**src/rsr_pkg.sv**
```systemverilog
/*
 * Shared constants and types of the refresh symbol repacker: pointer steps,
 * alignment figures, re-entry codes, operand, memory request and context structs.
 * Assumes one 10 MHz processor clock and one doubleword storage port shared by
 * main storage and display refresh storage.
 */
// How it works
// - one run repacks radar and single-symbol data of one sort bin of one display.
// - sixteen sort bins per display; only the selected bin's table is used.
// - one internal pass per class/type, repeated until all class/types are done.
// - new descriptor table finished first, then old refresh becomes the new image.
// - a descriptor is a halfword: batch identifier byte, then symbol count byte.
// - all-zero descriptor separates history from current and class/type from class/type.
// - zero batch identifier counts as separator whatever its count; software never sends one.
// - low halves of the two count registers gather history and current bytes, unrestored.
// - old-table pointer addresses the next halfword descriptor, steps two per descriptor.
// - after the last held descriptor, fetch the next aligned doubleword at old-table pointer.
// - new-table pointer addresses the next halfword slot, steps two per descriptor written.
// - old-refresh pointer steps a doubleword per two symbols; misaligned start is refused.
// - old refresh is prefetched even when empty, so its pointer must stay valid.
// - new-refresh pointer steps a doubleword per two symbols; misaligned start is refused.
// - sort-bin fetch pointer starts as base address plus selected bin displacement.
// - sort-bin fetch pointer untouched until insertion, then a doubleword per two symbols.
// - after insertion the sort-bin pointer already points at the next data; not restored.
// - re-entry identifier zero starts afresh; nonzero resumes at the recorded point.
package rsr_pkg;

	localparam int unsigned RSR_ADDR_W     = 24;
	localparam int unsigned RSR_DW_W       = 64;
	localparam int unsigned RSR_FIFO_DEPTH = 16;

	localparam logic [23:0] RSR_DESC_STEP  = 24'h000002; // one halfword descriptor
	localparam logic [23:0] RSR_DW_STEP    = 24'h000008; // two symbols
	localparam logic [2:0]  RSR_DW_OFS0    = 3'h0;       // aligned doubleword offset
	localparam logic [1:0]  RSR_LAST_HALF  = 2'h3;       // last halfword of a doubleword
	localparam logic [7:0]  RSR_HALF_BE    = 8'hC0;      // byte enables of halfword 0
	localparam logic [3:0]  RSR_REENTRY_IMAGE = 4'h9;    // resume at refresh image moving
	localparam logic [7:0]  RSR_EXIT_TABLE = 8'h91;      // exit after descriptor work
	localparam logic [7:0]  RSR_REENTRY_NONE = 8'h00;
	localparam logic [16:0] RSR_DW_ROUND   = 17'h00007;  // bytes rounded up to doublewords
	localparam logic [16:0] RSR_SYM_ROUND  = 17'h00001;  // symbols rounded up to pairs

	typedef struct packed {
		logic [31:0] history_symbol_count;
		logic [31:0] current_symbol_count;
		logic [31:0] old_table_pointer;
		logic [31:0] new_table_pointer;
		logic [31:0] old_refresh_pointer;
		logic [31:0] new_refresh_pointer;
		logic [31:0] sort_bin_fetch_pointer;
	} rsr_regs_s;

	typedef struct packed {
		logic        valid;
		logic        write;
		logic [23:0] addr;
		logic [63:0] wdata;
		logic [7:0]  be;
	} rsr_mem_req_s;

	typedef struct packed {
		logic        ack;
		logic        err;
		logic [63:0] rdata;
	} rsr_mem_rsp_s;

	typedef enum logic [3:0] {
		RSR_S_IDLE  = 4'h0,
		RSR_S_DISP  = 4'h1,
		RSR_S_TRD   = 4'h2,
		RSR_S_TPROC = 4'h3,
		RSR_S_TWR   = 4'h4,
		RSR_S_MOVE  = 4'h5,
		RSR_S_DONE  = 4'h6
	} rsr_state_e;

	typedef enum logic [1:0] {
		RSR_END_OK   = 2'h0,
		RSR_END_SPEC = 2'h1,
		RSR_END_ADDR = 2'h2,
		RSR_END_INTR = 2'h3
	} rsr_end_e;

	typedef struct packed {
		rsr_state_e   st;
		rsr_regs_s    regs;
		rsr_mem_req_s req;
		logic [63:0]  dw;
		logic         held;
		logic [3:0]   classes_left;
		logic         in_current;
		logic         tdone;
		logic         insert_ph;
		logic         pre;
		logic [15:0]  rd_left;
		logic [15:0]  wr_left;
		logic [7:0]   reent;
		rsr_end_e     endc;
		logic         done;
		logic         busy;
		logic [23:0]  sort_bin_base_address;
		logic [23:0]  work_control_table;
		logic [3:0]   bin;
		logic [15:0]  nsym;
		logic         radar;
	} rsr_ctx_s;

	localparam rsr_ctx_s RSR_CTX_RESET = '0;

endpackage : rsr_pkg

```
**src/rsr_repacker.sv**
```systemverilog
/*
 * Refresh symbol repacker engine and its symbol FIFO. The engine copies the old
 * descriptor table of one sort bin into a new one, then streams old refresh
 * symbols and new sort-bin symbols through the FIFO into new refresh storage.
 * Assumes a single-outstanding doubleword storage port answering with ack/err,
 * big-endian byte order (byte 0 in bits 63:56) and operands loaded by the caller.
 */
`timescale 1ns/1ns

module rsr_fifo #(
	parameter int unsigned WIDTH = 64,
	parameter int unsigned DEPTH = 16
) (
	input  wire logic             clk_sys,
	input  wire logic             rstn,
	input  wire logic             in_valid,
	output logic                  in_ready,
	input  wire logic [WIDTH-1:0] in_data,
	output logic                  out_valid,
	input  wire logic             out_ready,
	output logic [WIDTH-1:0]      out_data
);
	localparam int unsigned AW = $clog2(DEPTH);
	localparam logic [AW:0] FULL_FILL = (AW+1)'(DEPTH);

	logic [WIDTH-1:0] store [DEPTH];
	logic [AW-1:0]    wr_ptr_reg;
	logic [AW-1:0]    rd_ptr_reg;
	logic [AW:0]      fill_reg;
	logic             push;
	logic             pop;

	// honest full and empty from the fill level
	assign in_ready  = (fill_reg != FULL_FILL);
	assign out_valid = (fill_reg != '0);
	assign out_data  = store[rd_ptr_reg];
	assign push      = in_valid & in_ready;
	assign pop       = out_valid & out_ready;

	// pointers and fill level
	always_ff @(posedge clk_sys or negedge rstn) begin
		if (!rstn) begin
			wr_ptr_reg <= '0;
			rd_ptr_reg <= '0;
			fill_reg   <= '0;
		end else begin
			if (push) wr_ptr_reg <= wr_ptr_reg + 1'b1;
			if (pop) rd_ptr_reg <= rd_ptr_reg + 1'b1;
			if (push && !pop) fill_reg <= fill_reg + 1'b1;
			else if (pop && !push) fill_reg <= fill_reg - 1'b1;
		end
	end

	// storage array, no reset needed
	always_ff @(posedge clk_sys) begin
		if (push) store[wr_ptr_reg] <= in_data;
	end
endmodule : rsr_fifo

module rsr_repacker
	import rsr_pkg::*;
(
	input  wire logic         clk_sys,
	input  wire logic         rstn,
	input  wire logic         start,
	input  wire rsr_regs_s    regs_in,
	input  wire logic [23:0]  sort_bin_base_address_in,
	input  wire logic [3:0]   bin_sel,
	input  wire logic [23:0]  wct_addr,
	input  wire logic [3:0]   class_count,
	input  wire logic         class_radar,
	input  wire logic [15:0]  new_sym_count,
	input  wire logic [7:0]   reentry_in,
	input  wire logic         irq_pending,
	input  wire rsr_mem_rsp_s mem_rsp,
	output rsr_mem_req_s      mem_req,
	output rsr_regs_s         regs_out,
	output logic [7:0]        reentry_out,
	output rsr_end_e          end_code,
	output logic              busy,
	output logic              done
);
	rsr_ctx_s    ctx_reg;
	rsr_ctx_s    ctx_next;
	logic        ack;
	logic        ack_ok;
	logic [1:0]  half_idx;
	logic [15:0] cur_desc;
	logic        sep;
	logic [15:0] desc_bytes;
	logic [23:0] disp_addr;
	logic [23:0] disp_start;
	logic [31:0] disp_word;
	rsr_regs_s   mv_src;
	logic [16:0] mv_bytes;
	logic [15:0] mv_dw;
	logic [16:0] ins_sym;
	logic [15:0] ins_dw;
	logic        mv_idle;
	logic        rd_go;
	logic        fifo_in_ready;
	logic        fifo_out_valid;
	logic [63:0] fifo_out_data;
	logic        fifo_push;
	logic        fifo_pop;

	// halfword k of a doubleword, descriptor batch byte then count byte
	function automatic logic [15:0] rsr_half(input logic [63:0] dw, input logic [1:0] idx);
		rsr_half = dw[63 - 16*idx -: 16];
	endfunction : rsr_half

	// switch to refresh image moving with a doubleword count
	function automatic rsr_ctx_s rsr_enter_move(input rsr_ctx_s c, input logic [15:0] dws);
		rsr_ctx_s r;
		r           = c;
		r.st        = RSR_S_MOVE;
		r.insert_ph = 1'b0;
		r.pre       = (dws == 16'h0000);
		r.rd_left   = (dws == 16'h0000) ? 16'h0001 : dws;
		r.wr_left   = dws;
		rsr_enter_move = r;
	endfunction : rsr_enter_move

	// outputs straight from the context flops
	assign mem_req     = ctx_reg.req;
	assign regs_out    = ctx_reg.regs;
	assign reentry_out = ctx_reg.reent;
	assign end_code    = ctx_reg.endc;
	assign busy        = ctx_reg.busy;
	assign done        = ctx_reg.done;

	// storage answer and descriptor decode
	assign ack        = mem_rsp.ack & ctx_reg.req.valid;
	assign ack_ok     = ack & ~mem_rsp.err;
	assign half_idx   = ctx_reg.regs.old_table_pointer[2:1];
	assign cur_desc   = rsr_half(ctx_reg.dw, half_idx);
	assign sep        = (cur_desc[15:8] == 8'h00);
	assign desc_bytes = {6'h00, cur_desc[7:0], 2'h0};               // four bytes per symbol
	assign disp_addr  = ctx_reg.work_control_table + {18'h00000, ctx_reg.bin, 2'h0};
	assign disp_start = wct_addr + {18'h00000, bin_sel, 2'h0};
	assign disp_word  = disp_addr[2] ? mem_rsp.rdata[31:0] : mem_rsp.rdata[63:32];

	// transfer sizes of the two moving phases
	assign mv_src   = (ctx_reg.st == RSR_S_IDLE) ? regs_in : ctx_reg.regs; // resume uses operands
	assign mv_bytes = {1'h0, mv_src.history_symbol_count[15:0]}
		+ {1'h0, mv_src.current_symbol_count[15:0]} + RSR_DW_ROUND;
	assign mv_dw    = {2'h0, mv_bytes[16:3]};
	assign ins_sym  = {1'h0, ctx_reg.nsym} + RSR_SYM_ROUND;
	assign ins_dw   = ins_sym[16:1];

	// mover: reads first until the FIFO fills, then drains to new refresh
	assign mv_idle   = (ctx_reg.st == RSR_S_MOVE) & ~ctx_reg.req.valid;
	assign rd_go     = mv_idle & (ctx_reg.rd_left != 16'h0000) & (fifo_in_ready | ctx_reg.pre);
	assign fifo_pop  = mv_idle & ~rd_go & (ctx_reg.wr_left != 16'h0000) & fifo_out_valid;
	assign fifo_push = (ctx_reg.st == RSR_S_MOVE) & ack_ok & ~ctx_reg.req.write & ~ctx_reg.pre;

	rsr_fifo #(
		.WIDTH (RSR_DW_W),
		.DEPTH (RSR_FIFO_DEPTH)
	) u_fifo (
		.clk_sys   (clk_sys),
		.rstn      (rstn),
		.in_valid  (fifo_push),
		.in_ready  (fifo_in_ready),
		.in_data   (mem_rsp.rdata),
		.out_valid (fifo_out_valid),
		.out_ready (fifo_pop),
		.out_data  (fifo_out_data)
	);

	// next context of the engine
	always_comb begin
		ctx_next = ctx_reg;
		ctx_next.done = 1'b0;
		if (ack) ctx_next.req.valid = 1'b0;
		if (ack && mem_rsp.err && ctx_reg.busy) begin
			ctx_next.st   = RSR_S_DONE;
			ctx_next.endc = RSR_END_ADDR;
		end else begin
			case (ctx_reg.st)
				RSR_S_IDLE: begin
					if (start) begin
						ctx_next.regs   = regs_in;
						ctx_next.sort_bin_base_address   = sort_bin_base_address_in;
						ctx_next.work_control_table    = wct_addr;
						ctx_next.bin    = bin_sel;
						ctx_next.nsym   = new_sym_count;
						ctx_next.radar  = class_radar;
						ctx_next.classes_left = class_count;
						ctx_next.in_current   = 1'b0;
						ctx_next.held   = 1'b0;
						ctx_next.tdone  = 1'b0;
						ctx_next.busy   = 1'b1;
						ctx_next.endc   = RSR_END_OK;
						ctx_next.reent  = reentry_in;
						if (regs_in.old_refresh_pointer[2:0] != RSR_DW_OFS0 ||
							regs_in.new_refresh_pointer[2:0] != RSR_DW_OFS0) begin
							ctx_next.st   = RSR_S_DONE;
							ctx_next.endc = RSR_END_SPEC;
						end else if (reentry_in[7:4] == RSR_REENTRY_IMAGE) begin
							ctx_next = rsr_enter_move(ctx_next, mv_dw);
						end else begin
							if (reentry_in == RSR_REENTRY_NONE) begin
								ctx_next.regs.history_symbol_count[15:0] = 16'h0000;
								ctx_next.regs.current_symbol_count[15:0] = 16'h0000;
							end
							ctx_next.st        = RSR_S_DISP;
							ctx_next.req.valid = 1'b1;
							ctx_next.req.write = 1'b0;
							ctx_next.req.addr  = {disp_start[23:3], RSR_DW_OFS0};
						end
					end
				end
				RSR_S_DISP: begin
					if (ack_ok) begin
						ctx_next.regs.sort_bin_fetch_pointer[23:0] =
							ctx_reg.sort_bin_base_address + disp_word[23:0];
						ctx_next.st        = RSR_S_TRD;
						ctx_next.req.valid = 1'b1;
						ctx_next.req.write = 1'b0;
						ctx_next.req.addr  = {ctx_reg.regs.old_table_pointer[23:3], RSR_DW_OFS0};
					end
				end
				RSR_S_TRD: begin
					if (ack_ok) begin
						ctx_next.dw   = mem_rsp.rdata;
						ctx_next.held = 1'b1;
						ctx_next.st   = RSR_S_TPROC;
					end
				end
				RSR_S_TPROC: begin
					ctx_next.regs.old_table_pointer[23:0] =
						ctx_reg.regs.old_table_pointer[23:0] + RSR_DESC_STEP;
					if (half_idx == RSR_LAST_HALF) ctx_next.held = 1'b0;
					ctx_next.st        = RSR_S_TWR;
					ctx_next.req.valid = 1'b1;
					ctx_next.req.write = 1'b1;
					ctx_next.req.addr  = {ctx_reg.regs.new_table_pointer[23:3], RSR_DW_OFS0};
					ctx_next.req.be    = RSR_HALF_BE >> {ctx_reg.regs.new_table_pointer[2:1], 1'h0};
					ctx_next.req.wdata = sep ? 64'h0 : {4{cur_desc}};
					if (sep) begin
						if (ctx_reg.radar && !ctx_reg.in_current) begin
							ctx_next.in_current = 1'b1;
						end else begin
							ctx_next.in_current   = 1'b0;
							ctx_next.classes_left = ctx_reg.classes_left - 4'h1;
							if (ctx_reg.classes_left == 4'h1) ctx_next.tdone = 1'b1;
						end
					end else if (ctx_reg.radar && !ctx_reg.in_current) begin
						ctx_next.regs.history_symbol_count[15:0] =
							ctx_reg.regs.history_symbol_count[15:0] + desc_bytes;
					end else begin
						ctx_next.regs.current_symbol_count[15:0] =
							ctx_reg.regs.current_symbol_count[15:0] + desc_bytes;
					end
				end
				RSR_S_TWR: begin
					if (ack_ok) begin
						ctx_next.regs.new_table_pointer[23:0] =
							ctx_reg.regs.new_table_pointer[23:0] + RSR_DESC_STEP;
						if (ctx_reg.tdone) begin
							ctx_next.tdone = 1'b0;
							if (irq_pending) begin
								ctx_next.st    = RSR_S_DONE;
								ctx_next.endc  = RSR_END_INTR;
								ctx_next.reent = RSR_EXIT_TABLE;
							end else begin
								ctx_next = rsr_enter_move(ctx_next, mv_dw);
							end
						end else if (ctx_reg.held) begin
							ctx_next.st = RSR_S_TPROC;
						end else begin
							ctx_next.st        = RSR_S_TRD;
							ctx_next.req.valid = 1'b1;
							ctx_next.req.write = 1'b0;
							ctx_next.req.addr  =
								{ctx_next.regs.old_table_pointer[23:3], RSR_DW_OFS0};
						end
					end
				end
				RSR_S_MOVE: begin
					if (ack_ok && !ctx_reg.req.write) begin
						if (ctx_reg.pre) begin
							ctx_next.pre     = 1'b0;
							ctx_next.rd_left = 16'h0000;
						end else begin
							ctx_next.rd_left = ctx_reg.rd_left - 16'h0001;
							if (ctx_reg.insert_ph) begin
								ctx_next.regs.sort_bin_fetch_pointer[23:0] =
									ctx_reg.regs.sort_bin_fetch_pointer[23:0]
									+ RSR_DW_STEP;
							end else begin
								ctx_next.regs.old_refresh_pointer[23:0] =
									ctx_reg.regs.old_refresh_pointer[23:0] + RSR_DW_STEP;
							end
						end
					end else if (ack_ok) begin
						ctx_next.regs.new_refresh_pointer[23:0] =
							ctx_reg.regs.new_refresh_pointer[23:0] + RSR_DW_STEP;
					end else if (rd_go) begin
						ctx_next.req.valid = 1'b1;
						ctx_next.req.write = 1'b0;
						ctx_next.req.addr  = ctx_reg.insert_ph ?
							{ctx_reg.regs.sort_bin_fetch_pointer[23:3], RSR_DW_OFS0} :
							ctx_reg.regs.old_refresh_pointer[23:0];
					end else if (fifo_pop) begin
						ctx_next.req.valid = 1'b1;
						ctx_next.req.write = 1'b1;
						ctx_next.req.be    = 8'hFF;
						ctx_next.req.addr  = ctx_reg.regs.new_refresh_pointer[23:0];
						ctx_next.req.wdata = fifo_out_data;
						ctx_next.wr_left   = ctx_reg.wr_left - 16'h0001;
					end else if (mv_idle && ctx_reg.rd_left == 16'h0000 &&
						ctx_reg.wr_left == 16'h0000) begin
						if (!ctx_reg.insert_ph) begin
							ctx_next.insert_ph = 1'b1;
							ctx_next.rd_left   = ins_dw;
							ctx_next.wr_left   = ins_dw;
						end else begin
							ctx_next.st    = RSR_S_DONE;
							ctx_next.reent = RSR_REENTRY_NONE;
						end
					end
				end
				RSR_S_DONE: begin
					ctx_next.done = 1'b1;
					ctx_next.busy = 1'b0;
					ctx_next.st   = RSR_S_IDLE;
				end
				default: ctx_next.st = RSR_S_IDLE;
			endcase
		end
	end

	// one register holds the whole engine context
	always_ff @(posedge clk_sys or negedge rstn) begin
		if (!rstn) ctx_reg <= RSR_CTX_RESET;
		else ctx_reg <= ctx_next;
	end
endmodule : rsr_repacker

```
**config.mk**
```make
export PLATFORM = sky130hd
export DESIGN_NAME = rsr_repacker
export DESIGN_NICKNAME = d
export VERILOG_FILES = /design/src/rsr_pkg.sv /design/src/rsr_repacker.sv
export SDC_FILE = /design/constraint.sdc
export NUM_CORES = 2
export LEC_CHECK = 0
export ABC_AREA = 0
export BUFFER_PORTS_ARGS = -buffer_cell sky130_fd_sc_hd__clkbuf_2
export CORE_MARGIN = 5
export CORE_UTILIZATION = 49
export CTS_BUF_LIST = sky130_fd_sc_hd__clkbuf_4 sky130_fd_sc_hd__clkbuf_8
export CTS_CLUSTER_DIAMETER = 80
export DETAILED_ROUTE_END_ITERATION = 10
export MAX_ROUTING_LAYER = met4
export PLACE_DENSITY = 0.67
export RECOVER_POWER = 100
export SLEW_MARGIN = 30
export SYNTH_ARGS = -nofsm -noshare
export SYNTH_HDL_FRONTEND = slang
export SYNTH_HIERARCHICAL = 1
export SYNTH_SLANG_ARGS = --single-unit
```
**constraint.sdc**
```tcl
create_clock -name clk_sys -period 10.3 [get_ports clk_sys]
set_input_delay 1.03 -clock clk_sys [delete_from_list [all_inputs] [get_ports clk_sys]]
set_output_delay 1.03 -clock clk_sys [all_outputs]
set_load 0.01 [all_outputs]
```
==> summary.md <==
The xor and xnor fraction of the mapped netlist area was 1.314%; the number of flip-flops under the largest register name was 1024. The relative slew slack is -293.8%, and the simple logic cell fraction of the synthesized area is 8.466%. The run gives 155500 um as the half-perimeter wire length after placement. Summed over all layers, the routed wires come to 231400 um. The count of nets left with antenna violations once routing finished came out at 0.

The synthesized netlist devotes 10.93% of its cell area to compound gates. A synthesized cell averages 12.67 um2. The share of total power consumed by net switching came out at 38.21%. The analysis attributes to net switching a power of 8.338 mW. By startpoint and endpoint, the worst setup path is classified as reg2reg.

Including well taps, the total number of placed cells is 7629. Data on the critical path arrives at its endpoint at 8030 ps. The largest net degree at the start of global routing was 160; the area of the die was 0.1519 mm2. In the final routed layout, each cell accounts on average for 28.40 um. The pre-antenna-repair detailed-routing pass consisted of 6 iterations. Between clock sinks in the finished design, the worst skew comes to 80.01 ps.

The proportion of synthesized flip-flops having asynchronous set or reset is 32.54%. Routability-driven placement finished with a final weighted congestion of 0.9872. The logs give 13.48 mW for the cell-internal power and 0.1435 mm2 for the core outline area. The run gives 88 as the count of different cell masters after synthesis. Of all nets on the critical path, the largest fanout is 43.

The run gives 8147 as the count of placed standard cells in the final layout, fillers left out. Most instantiated flip-flop cell in the synthesis netlist: edfxtp_1. The logs give 4952 for the initial DRC count and 38.5% for the sequential fraction of design power.

The largest total area in the synthesized netlist belongs to edfxtp_1. The area growth from synthesis to layout is 11.23%. The count of pins over their slew limit was 1482. The Yosys step of the flow raised 6 warnings.

The worst setup path is launched from a register. For the all-layer global routing usage, the log shows 30.45%. The number of nets handed over by synthesis was 6048.

Counting flops with a built-in enable in the synthesized netlist gives 1024. Across the VDD grid, the largest voltage drop is 0.2194 mV. For this run the aggregate overflow at the end of global routing stands at 0. In this run the biggest area consumer among cell types represents 43.53% of the synthesized area. The clock network fraction of total power is 26.4%.

For this design the ratio of total power to cell area is 277.7 mW/mm2. The sum of negative setup slack came out at 0 ps. After layout, the worst path uses 72.58% of the clock period. The flow ran to the end, but the final reports show violations. For the pin with the worst max-slew slack, the measured transition is 5907 ps. After technology mapping, the gate count stands at 5575.

Counting the buffers created by CTS gives 280. The vertical die dimension is 389.7 um, and the core utilization of the finished layout is 54.76%. The number of max-cap violations is 42. Sorting the synthesized cells by area gives the leading types as edfxtp_1 (44%), dfrtp_1 (17%), mux4_2 (4.6%), mux2i_1 (4.1%), nand2_1 (3.9%). The first global-routing pass estimated 329800 um of wire. The H-tree was split into 5 levels. Setup repair after global routing left no endpoint under its margin.

Clock latency on the worst-skew pair, taken at its later pin, is 1000 ps. The mapped cell area is 0.07064 mm2, and the final setup violation count is 0. The tools report the leakage power summed over all cells as 29.76 nW. After synthesis, the largest family of logic cells by area is compound AO/OA/AOI/OAI gates.

Via density per instance: 6.042. In the layout the commonest cells are edfxtp_1 (1024), nand2_1 (726), dfrtp_1 (490). The number of antenna violations at the first check in global routing is 53, and the count of buffers inserted at the top-level ports is 706.

The number of gates resized after CTS was 0. The clock input transition at the sequential cells of the worst setup and hold paths works out to 70 ps. The run gives 0.1338 GHz as the maximum frequency from static timing analysis.

The tools report the via count of the first global-routing pass as 46980. The initial utilization of the core area, before any placement, comes to 49.23%. Combinational logic burns 35.1% of the power. The maximum buffer depth of the clock tree was 4; the fraction of synthesized area in multiplexers was 10.49%.

The checks that failed: max-capacitance violations, max-slew violations. The post-route netlist has 18.14% of its cells at a drive strength greater than 1. For the data required time at the worst endpoint, the log shows 10850 ps.

The synthesized netlist devotes 1.789% of its cell area to adder and majority cells. The routed layout has 49220 vias. Row generation in the floorplan step produced 139 rows. Leaving out fill and tap cells, the most frequent cell in the layout is edfxtp_1. After synthesis the netlist holds a flip-flop and latch count of 1518.

The die is 389.7 um wide. The count of boundary I/O pins is 709. The logs give 0 for the number of hold violations in the final report and 0 for the number of DRC violations after detailed routing. The run gives 61.03% as the share of synthesized area occupied by flip-flops and latches. In this run the worst hold path is classified as in2reg.

The clock root buffer master is clkbuf_8. In this run, post-CTS hold repair placed 0 buffers. The smallest clock period supported by the final layout is computed as 7476 ps. TritonCTS built the clock tree. STA classifies the critical path endpoint as a register.

Clock tree synthesis found a total of 1518 sinks. For the buffers inserted during post-CTS setup optimization, the log shows 0. The net count of the finished layout is 6484.
[cell usage after synthesis (all sizes together) (12+ instances only)]
library cell / count
nor3: 81
a221oi: 164
and3: 42
a211oi: 18
inv: 76
nor2: 250
nand3: 74
mux2i: 286
a21o: 22
nand2: 726
xnor2: 58
edfxtp: 1024
nand4: 25
o31ai: 13
or3: 18
mux2: 116
buf: 418
a21oi: 311
a31oi: 40
ha: 93
nor2b: 21
o21ai: 408
nand2b: 15
and2: 27
o22ai: 16
mux4: 144
a22oi: 127
dfrtp: 494
clkbuf: 225
xor2: 48
o21bai: 12
nor4: 24
[path summary, 6_finish.rpt]
check | start | to | slack, ps | depth (start not counted)
setup / recovery | ctx_reg[508]$_DFFE_PN0P_ | u_fifo/store[4][15]$_DFFE_PP_ | 2820 | 8
hold / removal | regs_in[30] | regs_out[30]$_DFFE_PN0P_ | 270 | 3
setup reg to reg | ctx_reg[508]$_DFFE_PN0P_ | u_fifo/store[4][15]$_DFFE_PP_ | 2820 | 8
hold reg to reg | regs_out[218]$_DFFE_PN0P_ | regs_out[218]$_DFFE_PN0P_ | 470 | 2
max in group asynchronous | rstn | regs_out[88]$_DFFE_PN0P_ | 4100 | 3
min in group asynchronous | rstn | regs_out[199]$_DFFE_PN0P_ | 2250 | 1
[cells by family after synthesis]
kind of cell | Yosys count
AND/OR/NAND/NOR | 1356
adder cells (fa/ha/maj) | 98
buffers and inverters | 719
XOR/XNOR | 106
AO/OA/AOI/OAI | 1232
multiplexers | 546
flip-flops | 1518
[per-stage QoR]
step,worst slack (ps),power (mW),hold WS (ps),instance area [um2]
global placement,4426,16.09,458.0,73530
floorplan,2945,13.95,437.9,70640
CTS,4891,21.99,38.44,79180
global route,2523,22.91,208.1,78570
finish,2824,21.82,266.4,78580
detailed placement,4534,16.21,462.3,73660
[per-layer routing]
metal	part of all wire, %	routed length (um)	vias up	GRT usage (%)
li1	-	-	21540	-
met1	38	88790	24480	38.55
met2	47	109900	2633	47.41
met3	8.8	20290	567	6.791
met4	5.4	12440	0	13.56
met5	0	0	-	-
[layout make-up]
cell class                 count  area, um2
antenna                       38      95.09
clock buffer                 414       5122
clock inverter                63      395.4
fill                       12080      64910
inverter                      76      286.5
multi-input combinational   3338      23450
sequential                  1518      43120
tap                         1903       2381
timing repair buffer         797       3729
[critical path: stages (launching register included)]
cell	delay (ps)
dfrtp_1	850
nand2b_1	540
nor2_4	210
nand2_1	330
inv_1	460
a21boi_0	1170
nand2_1	450
nor2_1	2020
buf_4	970
[power groups by stage]
stage               logic, mW  registers, mW  clock network (mW)
floorplan                6.02           7.94                   0
global placement         7.62           8.46                   0
detailed placement       7.73           8.48                   0
CTS                      7.76           8.38                5.85
global route             8.28           8.49                6.14
finish                   7.66           8.41                5.75
Power figures use the tool's default switching activity.
